### config.mk
export PLATFORM = sky130hd
export DESIGN_NAME = cdbi_core
export DESIGN_NICKNAME = d
export VERILOG_FILES = /design/src/hw/cdbi_pkg.sv /design/src/hw/cdbi_decode.sv /design/src/hw/cdbi_core.sv
export SDC_FILE = /design/constraint.sdc
export NUM_CORES = 1
export LEC_CHECK = 0
export BUFFER_PORTS_ARGS = -buffer_cell sky130_fd_sc_hd__buf_4
export CORE_AREA = 2 2 144 146
export CTS_BUF_LIST = sky130_fd_sc_hd__clkbuf_2
export DETAILED_ROUTE_END_ITERATION = 6
export DIE_AREA = 0 0 146 148
export PLACE_DENSITY = 0.53
export SLEW_MARGIN = 30
export SYNTH_ARGS = -nofsm -noshare
export SYNTH_HDL_FRONTEND = slang
export SYNTH_SLANG_ARGS = --single-unit
### constraint.sdc
create_clock -name clock -period 3.1 [get_ports clock]
set_input_delay 0.155 -clock clock [delete_from_list [all_inputs] [get_ports clock]]
set_output_delay 0.155 -clock clock [all_outputs]
set_load 0.01 [all_outputs]
### src/hw/cdbi_pkg.sv
package cdbi_pkg;
   // ==========================================================
   // Bus widths
   localparam int CDBI_AW = 24;
   localparam int CDBI_DW = 32;
   localparam int CDBI_WW = 16;
   localparam int CDBI_PW = 16;
   localparam int CDBI_MSB = 23;
   // ==========================================================
   // Access sizes
   typedef enum logic [1:0] {
      CDBI_SZ_BYTE = 2'h0,
      CDBI_SZ_WORD = 2'h1,
      CDBI_SZ_LONG = 2'h3
   } cdbi_size_t;
   // ==========================================================
   // Peripheral window: word addresses from this base upward.
   localparam logic [23:0] CDBI_IO_BASE = 24'hFFF000;
   localparam logic [23:0] CDBI_ZERO_ADDR = 24'h000000;
   localparam logic [31:0] CDBI_ZERO_DATA = 32'h00000000;
   localparam logic [15:0] CDBI_ZERO_WORD = 16'h0000;
   // ==========================================================
   // Bus phase states
   typedef enum logic [1:0] {
      CDBI_IDLE = 2'h0,
      CDBI_DATA = 2'h1,
      CDBI_DUAL = 2'h3
   } cdbi_state_t;
endpackage

### src/hw/cdbi_decode.sv
`timescale 1ns/1ps
`default_nettype none
module cdbi_decode (
   input wire logic [23:0] addr,
   input wire logic [1:0] size,
   output logic [23:0] eff_addr,
   output logic is_io
);
   import cdbi_pkg::*;
   // ==========================================================
   // Address shaping
   always_comb begin
      eff_addr = addr;
      if (size == CDBI_SZ_BYTE) begin
         eff_addr[CDBI_MSB] = 1'b0;
      end
      is_io = (eff_addr >= CDBI_IO_BASE);
   end
endmodule
`default_nettype wire

### src/hw/cdbi_core.sv
`timescale 1ns/1ps
`default_nettype none
// Overview of operation
// - Primary read data returns on 32-bit read bus for primary address.
// - Primary write data comes from 32-bit write bus at primary address.
// - Primary address supports byte, word and long-word sizes.
// - Primary address also decodes memory-mapped peripheral registers.
// - Dual reads return second operand on 16-bit secondary read bus.
// - Secondary address serves second access only, words only.
// - Peripheral bus shares the data clock, adding no wait states.
// - Peripheral writes use primary write bus; reads return on primary read bus.
// - Byte accesses forced to lower half (address MSB zero) before decode, so they never reach peripherals.
// - Program memory writes use only low 16 write bits.
module cdbi_core (
   input wire logic clock,
   input wire logic rst,
   input wire logic core_rd,
   input wire logic core_wr,
   input wire logic core_pwr,
   input wire logic [1:0] core_size,
   input wire logic [cdbi_pkg::CDBI_AW-1:0] primary_data_address_bus,
   input wire logic [cdbi_pkg::CDBI_DW-1:0] core_wdata,
   output logic [cdbi_pkg::CDBI_DW-1:0] core_rdata,
   output logic core_rvalid,
   input wire logic core_rd2,
   input wire logic [cdbi_pkg::CDBI_AW-1:0] secondary_data_address_bus,
   output logic [cdbi_pkg::CDBI_WW-1:0] secondary_read_data_bus,
   output logic core_rvalid2,
   output logic mem_en,
   output logic mem_we,
   output logic [1:0] mem_size,
   output logic [cdbi_pkg::CDBI_AW-1:0] mem_addr,
   output logic [cdbi_pkg::CDBI_DW-1:0] mem_wdata,
   input wire logic [cdbi_pkg::CDBI_DW-1:0] mem_rdata,
   output logic mem2_en,
   output logic [cdbi_pkg::CDBI_AW-1:0] mem2_addr,
   input wire logic [cdbi_pkg::CDBI_WW-1:0] mem2_rdata,
   output logic per_en,
   output logic per_we,
   output logic [cdbi_pkg::CDBI_AW-1:0] per_addr,
   output logic [cdbi_pkg::CDBI_PW-1:0] peripheral_register_bus,
   input wire logic [cdbi_pkg::CDBI_PW-1:0] per_rdata,
   output logic pgm_we,
   output logic [cdbi_pkg::CDBI_AW-1:0] pgm_addr,
   output logic [cdbi_pkg::CDBI_WW-1:0] pgm_wdata
);
   import cdbi_pkg::*;

   logic [CDBI_AW-1:0] eff_addr;
   logic is_io;
   logic rd_io_r;
   logic [1:0] rd_size_r;
   cdbi_state_t state_r;
   cdbi_state_t state_nxt;

   cdbi_decode u_dec (
      .addr(primary_data_address_bus),
      .size(core_size),
      .eff_addr(eff_addr),
      .is_io(is_io)
   );

   // Size-aware extraction of returned data; narrow data sits low.
   function automatic logic [31:0] cdbi_fit(input logic [31:0] d, input logic [1:0] s);
      logic [31:0] r;
      r = d;
      if (s == CDBI_SZ_BYTE) begin
         r = {24'h000000, d[7:0]};
      end else if (s == CDBI_SZ_WORD) begin
         r = {16'h0000, d[15:0]};
      end
      return r;
   endfunction

   // ==========================================================
   // Address phase, combinational so no wait state is added
   always_comb begin
      mem_size = core_size;
      mem_addr = eff_addr;
      mem_wdata = core_wdata;
      mem_en = (core_rd | core_wr) & ~is_io & ~core_pwr;
      mem_we = core_wr & ~is_io & ~core_pwr;
      per_en = (core_rd | core_wr) & is_io & ~core_pwr;
      per_we = core_wr & is_io & ~core_pwr;
      per_addr = eff_addr;
      // peripheral write data from write bus
      peripheral_register_bus = core_wdata[CDBI_PW-1:0];
      pgm_we = core_wr & core_pwr;
      pgm_addr = primary_data_address_bus;
      pgm_wdata = core_wdata[CDBI_WW-1:0];
      // secondary bus is word-only read
      // The second read shares the primary read's gating, so it is never issued unanswered.
      mem2_en = core_rd2 & core_rd & ~core_pwr;
      mem2_addr = secondary_data_address_bus;
   end

   // ==========================================================
   // Data phase tracking
   always_comb begin
      state_nxt = CDBI_IDLE;
      if (core_rd & ~core_pwr) begin
         state_nxt = core_rd2 ? CDBI_DUAL : CDBI_DATA;
      end
   end

   always_ff @(posedge clock) begin
      if (rst) begin
         state_r <= CDBI_IDLE;
         rd_io_r <= 1'b0;
         rd_size_r <= CDBI_SZ_WORD;
      end else begin
         state_r <= state_nxt;
         rd_io_r <= is_io;
         rd_size_r <= core_size;
      end
   end

   // Read data is registered so the core sees a clean flop output.
   always_ff @(posedge clock) begin
      if (rst) begin
         core_rdata <= CDBI_ZERO_DATA;
         secondary_read_data_bus <= CDBI_ZERO_WORD;
      end else begin
         if (core_rd & ~core_pwr) begin
            core_rdata <= is_io ? {16'h0000, per_rdata}
                                : cdbi_fit(mem_rdata, core_size);
         end
         if (mem2_en) begin
            secondary_read_data_bus <= mem2_rdata;
         end
      end
   end

   always_comb begin
      case (state_r)
         CDBI_IDLE: begin
            core_rvalid = 1'b0;
            core_rvalid2 = 1'b0;
         end
         CDBI_DATA: begin
            core_rvalid = 1'b1;
            core_rvalid2 = 1'b0;
         end
         CDBI_DUAL: begin
            core_rvalid = 1'b1;
            core_rvalid2 = 1'b1;
         end
         default: begin
            core_rvalid = 1'b0;
            core_rvalid2 = 1'b0;
         end
      endcase
   end

   // ==========================================================
   // Checks
   // byte MSB cleared
   a_byte_msb_low: assert property (@(posedge clock) disable iff (rst)
      (core_size == CDBI_SZ_BYTE && mem_en) |-> !mem_addr[CDBI_MSB])
      else $error("byte access reached upper half");
   a_read_one_cycle: assert property (@(posedge clock) disable iff (rst)
      (core_rd && !core_pwr) |=> core_rvalid)
      else $error("read not answered in one cycle");
   a_read_data_mem: assert property (@(posedge clock) disable iff (rst)
      (core_rd && !core_pwr && !is_io && core_size == CDBI_SZ_LONG)
      |=> core_rdata == $past(mem_rdata))
      else $error("primary read data mismatch");
   a_per_read_data: assert property (@(posedge clock) disable iff (rst)
      (core_rd && !core_pwr && is_io) |=> core_rdata[15:0] == $past(per_rdata))
      else $error("peripheral read data mismatch");
   a_sec_read_data: assert property (@(posedge clock) disable iff (rst)
      mem2_en |=> (core_rvalid2 && secondary_read_data_bus == $past(mem2_rdata)))
      else $error("secondary read data mismatch");
   a_sec_with_pri: assert property (@(posedge clock) disable iff (rst)
      core_rvalid2 |-> core_rvalid)
      else $error("secondary answer without primary");
   a_one_target: assert property (@(posedge clock) disable iff (rst)
      !(mem_en && per_en) && !(pgm_we && (mem_en || per_en)))
      else $error("two targets selected");
   a_write_mem: assert property (@(posedge clock) disable iff (rst)
      (core_wr && !core_pwr && !is_io) |-> (mem_we && mem_wdata == core_wdata))
      else $error("write not forwarded");
   // valid lasts one cycle unless reissued
   a_valid_pulse: assert property (@(posedge clock) disable iff (rst)
      (core_rvalid && !$past(core_rd)) |-> 1'b0)
      else $error("stale read valid");
   a_narrow_zero: assert property (@(posedge clock) disable iff (rst)
      (core_rvalid && (rd_size_r == CDBI_SZ_BYTE || rd_size_r == CDBI_SZ_WORD))
      |-> (core_rdata[CDBI_DW-1:CDBI_PW] == CDBI_ZERO_WORD
      && (rd_size_r != CDBI_SZ_BYTE || core_rdata[15:8] == 8'h00)))
      else $error("narrow read data not zero-extended");
   a_per_upper_zero: assert property (@(posedge clock) disable iff (rst)
      (core_rvalid && rd_io_r) |-> core_rdata[CDBI_DW-1:CDBI_PW] == CDBI_ZERO_WORD)
      else $error("peripheral read upper half not zero");
   a_pgm_isolated: assert property (@(posedge clock) disable iff (rst)
      pgm_we |-> (!mem_we && !per_we && pgm_wdata == core_wdata[CDBI_WW-1:0]))
      else $error("program write leaked or lost data");
   c_mem_read: cover property (@(posedge clock) disable iff (rst)
      core_rd && !is_io ##1 core_rvalid);
   c_dual_read: cover property (@(posedge clock) disable iff (rst) core_rvalid2);
   c_per_write: cover property (@(posedge clock) disable iff (rst) per_we);
   c_pgm_write: cover property (@(posedge clock) disable iff (rst) pgm_we);
   c_byte_read: cover property (@(posedge clock) disable iff (rst)
      core_rd && core_size == CDBI_SZ_BYTE ##1 core_rvalid);
endmodule
`default_nettype wire

==> results_dict.tcl, run 1 <==
set metrics [dict create \
    outcome "finished, final reports clean" \
    reg2reg_slack_ps 1710 \
    drv_cap 0 \
    vias 2893 \
    synthArstFlopShare_pct 0 \
    cp.depth 6 \
    grt_max_degree 51 \
    viasPerCell 3.74 \
    drc 0 \
    seqPwrFrac_pct 45.0 \
    crit_family "simple AND/OR/NAND/NOR gates" \
    cp_data_required_time_ps 2940 \
    tns_ps 0 \
    dr.max_layer_used "met4" \
    fill_cells 2288 \
    intPower_mw 1.11 \
    grt_overflow 0 \
    drtIter0Drc 77 \
    timing.final.crit_share_pct 70.6 \
    die_y_um 148 \
    cts.repair.resized 0 \
    drv_slew 0 \
    r2r_cells 3 \
    synth_edf_count 0 \
    synth-seq-area-share_pct 30.6 \
    yosysMostFrequentCell "buf_4" \
    crit_top_cell "buf_4" \
    clock.fmax_ghz 0.457 \
    skew_ps 0 \
    ys_warn_count 0 \
    portBuffers 177 \
    wl_met3_mm 1.16 \
    p_leak_nw 1.97 \
    wl_per_cell_um 13.5 \
    ctsHtreeMaxLevel 2 \
    ant_nets 0 \
    startpoint_type "input port" \
    cts_tree "yes" \
    synth-main-ff-cell "dfxtp_1" \
    synth_area_per_cell_um2 7.82 \
    root_buffer "clkbuf_2" \
    setup_viol 0 \
    wl_met2_mm 5.03 \
    gp_congestion 0.728 \
    fin_util_pct 22.6 \
    die_w_um 146 \
    p_sw_uw 413 \
    whs_ps 75.5 \
    pin_count 370 \
    crit_path_end "per_we" \
    grt_use_total_pct 9.39 \
    grt_pass1_vias 2839 \
    hold_viol 0 \
    die-area_um2 21600 \
    syn-cell-area_um2 3270 \
    dpl.hpwl_mm 7.29 \
    timing.rr.end "core_rdata[0]" \
    cts_buffers 5 \
    grt_pass1_wl_mm 15.6 \
    hp-class "in2reg" \
    ys_ff_latch 50 \
    synth_top_area_share_pct 37.0 \
    synth_largest_area_cell "buf_4" \
    cp_max_fo 20 \
    synthesis.nets 570 \
    cpPeakStageDelay_ps 850 \
    cp-end-kind "output port" \
    grt_setup_unrepaired "no" \
    clk_latency_ps 480 \
    cp-startpoint "core_size[1]" \
    comb_power_share_pct 24.6 \
    syn_inst 418 \
    rows 52 \
    initial_core_util_pct 16.3 \
    clk_path_buf_depth 2 \
    synth.area.top_cells "buf_4, dfxtp_1, nand2_1" \
    reg2reg_from "core_rdata[0]" \
    antenna_found_initial 1 \
    worstPathCellList "buf_4 -> o21ai_4 -> or4_1 -> buf_4 -> nor2_1 -> buf_4" \
    core-area_um2 20000 \
    detail_route.first_pass.iterations 4 \
    wl_mm 10.5 \
    crit_arrival_ps 2030 \
    area_growth_pct 38.7 \
    p_total_mw 1.53 \
    power_frac_clock_pct 30.4 \
    slew_headroom_pct 58.8 \
    setup.worst_path.class "in2out" \
    cts.sinks 50 \
    synthTopCellsByCount "buf_4, nand2_1, dfxtp_1, a21oi_1, nor2_1" \
    crit_slowest_cell "or4_1" \
    tightestPinTransition_ps 617 \
    fin_crit_ps 2190 \
    synth_cell_types 25 \
    path_clk_slew_ps 280 \
    nets 653 \
    power.density_nw_per_um2 337 \
    wl_met1_mm 3.97 \
    cp.buffers_inverters 3 \
    drive_above_1_share_pct 39.0 \
    peakVddDrop_uv 182 \
    swShare_pct 27.1 \
]
==> worst min-delay path: cells and delay by family <==
| family | cells | cell delay, ps |
|---|---|---|
| buf+inv | 1 | 110 |
| compound gates | 2 | 290 |
==> layout make-up <==
type | count | area [um2] | share of cell area, %
Antenna cell | 1 | 2.50 | 0.0552
Clock buffer | 5 | 25.0 | 0.552
Clock inverter | 3 | 68.8 | 1.52
Inverter | 2 | 7.51 | 0.166
Multi-Input combinational cell | 180 | 922 | 20.3
Sequential cell | 50 | 1000 | 22.1
Tap cell | 270 | 338 | 7.45
Timing Repair Buffer | 262 | 2170 | 47.8
==> sequential cells by signal (all words and copies together), names as in the netlist <==
signal	flops
core_rdata	32
state_r	2
secondary_read_data_bus	16
==> cells by family after synthesis <==
kind of cell / count (synthesis) / share of synthesized area (%)
AOI/OAI and AO/OA: 60 / 11.2
and+or+nand+nor: 120 / 16.8
DFF: 50 / 30.6
buffers and inverters: 188 / 41.4
==> metrics by stage <==
stage	instance area [um2]	worst slack [ps]	instances
6_report	4530	911	773
5_1_grt	4530	782	773
4_1_cts	4530	921	772
3_5_place_dp	3630	920	684
3_3_place_gp	3630	907	684
2_1_floorplan	3270	1640	418
==> how the worst min path moves through the flow <==
stage | from | end | slack (ps) | depth (start not counted)
4_1_cts | per_rdata[3] | core_rdata[3] | 20 | 3
5_1_grt | per_rdata[3] | core_rdata[3] | 20 | 3
6_report | per_rdata[3] | core_rdata[3] | 80 | 3
3_3_place_gp | secondary_data_address_bus[0] | mem2_addr[0] | 310 | 0
2_1_floorplan | mem2_rdata[0] | secondary_read_data_bus[0] | 290 | 2
3_5_place_dp | secondary_data_address_bus[0] | mem2_addr[0] | 310 | 0
==> routing by layer <==
metal	GRT usage [%]	up-vias
met5	0	-
met3	4.20	40
met1	9.74	1277
met2	16.4	206
li1	-	1370
met4	4.17	0
==> placed cells by master, fill, tap and decap left out, drive strengths merged, types with 2 or more instances in the layout <==
| master | instances |
|---|---|
| dlygate4sd3 | 80 |
| a31oi | 3 |
| nand3 | 9 |
| nand4 | 18 |
| clkbuf | 5 |
| nand2b | 2 |
| a21oi | 39 |
| o21bai | 4 |
| nor2 | 19 |
| bufinv | 2 |
| dfxtp | 50 |
| buf | 182 |
| and2 | 2 |
| inv | 2 |
| a311oi | 6 |
| nand2 | 66 |
| a211oi | 7 |
==> timing repair <==
action,CTS,global route
endpoints found under the hold margin,49,0
setup buffers,0,0
hold buffers,80,0
==> power by group through the flow <==
| stage | combinational (mW) | sequential [mW] | clock (mW) |
|---|---|---|---|
| floorplan | 0.292 | 0.710 | 0 |
| global placement | 0.304 | 0.698 | 0 |
| detailed placement | 0.306 | 0.699 | 0 |
| CTS | 0.380 | 0.688 | 0.507 |
| global route | 0.408 | 0.692 | 0.525 |
| finish | 0.376 | 0.687 | 0.464 |
No activity file was read; power rests on OpenSTA's default activity.
==> run 2: changes to the inputs <==
--- a/config.mk
+++ b/config.mk
@@ -6,11 +6,11 @@
 export NUM_CORES = 1
 export LEC_CHECK = 0
 export BUFFER_PORTS_ARGS = -buffer_cell sky130_fd_sc_hd__buf_4
-export CORE_AREA = 2 2 144 146
+export CORE_AREA = 2 2 145 147
 export CTS_BUF_LIST = sky130_fd_sc_hd__clkbuf_2
 export DETAILED_ROUTE_END_ITERATION = 6
-export DIE_AREA = 0 0 146 148
-export PLACE_DENSITY = 0.53
+export DIE_AREA = 0 0 147 149
+export PLACE_DENSITY = 0.52
 export SLEW_MARGIN = 30
 export SYNTH_ARGS = -nofsm -noshare
 export SYNTH_HDL_FRONTEND = slang
==> constraint.sdc (replaced) <==
create_clock -name clock -period 2.14 [get_ports clock]
set_input_delay 0.107 -clock clock [delete_from_list [all_inputs] [get_ports clock]]
set_output_delay 0.107 -clock clock [all_outputs]
set_load 0.01 [all_outputs]
==> run 2 against run 1 <==
  * Clock-buffer cell count rose by 2
  * Clock skew unchanged
  * Die area up 1.4%
  * Worst hold slack better by 40 ps
  * Register-to-register slack worse by 880 ps
  * Largest cell class unchanged
  * Via count decreased by 1.9%
  * Highest routed layer unchanged
  * First-iteration DRC count shrank 14%
  * Cell count down 1.0%
  * Clock power rose by 15%
  * Combinational power increased by 44%
  * Largest power group unchanged
==> results_dict.tcl, run 2 (synthesis gave the netlist of run 1 again) <==
set metrics [dict create \
    wl_mm 10.7 \
    fill_cells 2319 \
    die_y_um 149 \
    area_growth_pct 33.9 \
    pin_count 370 \
    largest_reg_flops 32 \
    grt_pass1_vias 2720 \
    root_buffer "clkbuf_2" \
    comb_power_share_pct 26.2 \
    slew_headroom_pct 59.2 \
    cp_max_fo 34 \
    hp-class "in2reg" \
    drive_above_1_share_pct 40.7 \
    gp_congestion 0.728 \
    clk_path_buf_depth 2 \
    p_total_mw 2.07 \
    dpl.hpwl_mm 7.74 \
    multi_input_area_um2 923 \
    layout_commonest_cell "buf_4" \
    fin_util_pct 21.3 \
    hold_viol 0 \
    cp-end-kind "output port" \
    core-area_um2 20600 \
    grt_setup_unrepaired "no" \
    cts_tree "yes" \
    grt_overflow 0 \
    nets 640 \
    intPower_mw 1.50 \
    setup_viol 0 \
    grt_use_total_pct 9.48 \
    final_area_um2 4380 \
    power.density_nw_per_um2 473 \
    skew_ps 0 \
    p_sw_uw 572 \
    clock.fmax_ghz 0.575 \
    instances_no_fill 765 \
    ant_nets 0 \
    clk_latency_ps 460 \
    tightestPinTransition_ps 611 \
    grt_max_degree 51 \
    die_w_um 147 \
    place_ws_ps 374 \
    cpPeakStageDelay_ps 670 \
    portBuffers 177 \
    tns_ps 0 \
    crit_arrival_ps 1630 \
    outcome "finished, final reports clean" \
    ctsHoldBuffers 65 \
    cts_buffers 5 \
    initial_core_util_pct 15.9 \
    drv_cap 0 \
    startpoint_type "input port" \
    cts.sinks 50 \
    final-seq-area_um2 1000 \
    cp.buffers_inverters 3 \
    layout_common_cells "buf_4, nand2_1, dlygate4sd3_1, dfxtp_1, a21oi_1" \
    die-area_um2 21900 \
    cts_setup_buffers 0 \
    drv_slew 0 \
    grt_pass1_wl_mm 15.4 \
    p_leak_nw 1.95 \
    detail_route.first_pass.iterations 4 \
    viasPerCell 3.71 \
    crit_slowest_cell "or4_2" \
    biggestRegsByFlops "core_rdata x32, secondary_read_data_bus x16, state_r x2" \
    vias 2837 \
    worstPathCellList "buf_4 -> nand4_1 -> or4_2 -> buf_4 -> nor2_1 -> buf_4" \
    crit_top_cell "buf_4" \
    seqPwrFrac_pct 48.0 \
    cp_data_required_time_ps 2030 \
    antenna_found_initial 1 \
    setup.worst_path.class "in2out" \
    regMostFlops "core_rdata" \
    swShare_pct 27.6 \
    drtIter0Drc 66 \
    path_clk_slew_ps 250 \
    power_frac_clock_pct 25.8 \
    rows 53 \
    ctsHtreeMaxLevel 2 \
    cts.repair.resized 0 \
    crit_family "simple AND/OR/NAND/NOR gates" \
    timing.final.crit_share_pct 81.2 \
    whs_ps 115 \
    wl_per_cell_um 13.9 \
    fin_crit_ps 1740 \
    placed_area_um2 3660 \
    peakVddDrop_uv 178 \
    worst_slack_ps 401 \
    drc 0 \
    place_inst 691 \
]
-- run 2: cell types whose count changed in the layout (fill, tap and decap cells not counted), sizes merged --
cell	before	now
dlygate4sd3	80	65
bufinv	2	1
clkinv	1	0
clkbuf	5	7
buf	182	184
-- run 2: power groups by stage --
stage | registers [mW] | clock network (mW) | logic [mW]
floorplan | 1.03 | 0 | 0.423
global placement | 1.01 | 0 | 0.453
detailed placement | 1.01 | 0 | 0.452
CTS | 0.996 | 0.582 | 0.551
global route | 1.00 | 0.620 | 0.589
finish | 0.994 | 0.534 | 0.542
-- run 2: final cells by class --
| type | instances | share of cell area [%] |
|---|---|---|
| flip-flops and latches | 50 | 22.9 |
| clock inverters | 1 | 0.686 |
| diodes | 1 | 0.0572 |
| repair buffers | 249 | 46.4 |
| well taps | 275 | 7.86 |
| multi-input cells | 180 | 21.1 |
| inverters | 2 | 0.172 |
| clock buffers | 7 | 0.801 |
-- run 2: per-layer routing --
| metal | vias up | wire length [um] | global-route usage, % |
|---|---|---|---|
| met5 | - | 0 | 0 |
| met4 | 0 | 376 | 4.66 |
| met3 | 38 | 1040 | 3.70 |
| met2 | 200 | 5210 | 16.4 |
| met1 | 1255 | 4030 | 10.2 |
| li1 | 1344 | - | - |
-- run 2: worst reg2reg max path: cells and delay by family, from the launching register on --
kind,cells,cell delay (ps)
AO/OA/AOI/OAI,1,240
flip-flops,1,420
buffers and inverters,1,580
AND/OR/NAND/NOR,1,60
-- run 2: path summary, 6_finish.rpt --
path / startpoint / to / slack, ps / cells after the start
worst min register to register: secondary_read_data_bus[5] / secondary_read_data_bus[5] / 470 / 2
worst min-delay path: rst / state_r[1] / 120 / 2
worst max-delay path: primary_data_address_bus[18] / per_we / 400 / 6
worst max register to register: core_rdata[1] / core_rdata[1] / 830 / 3
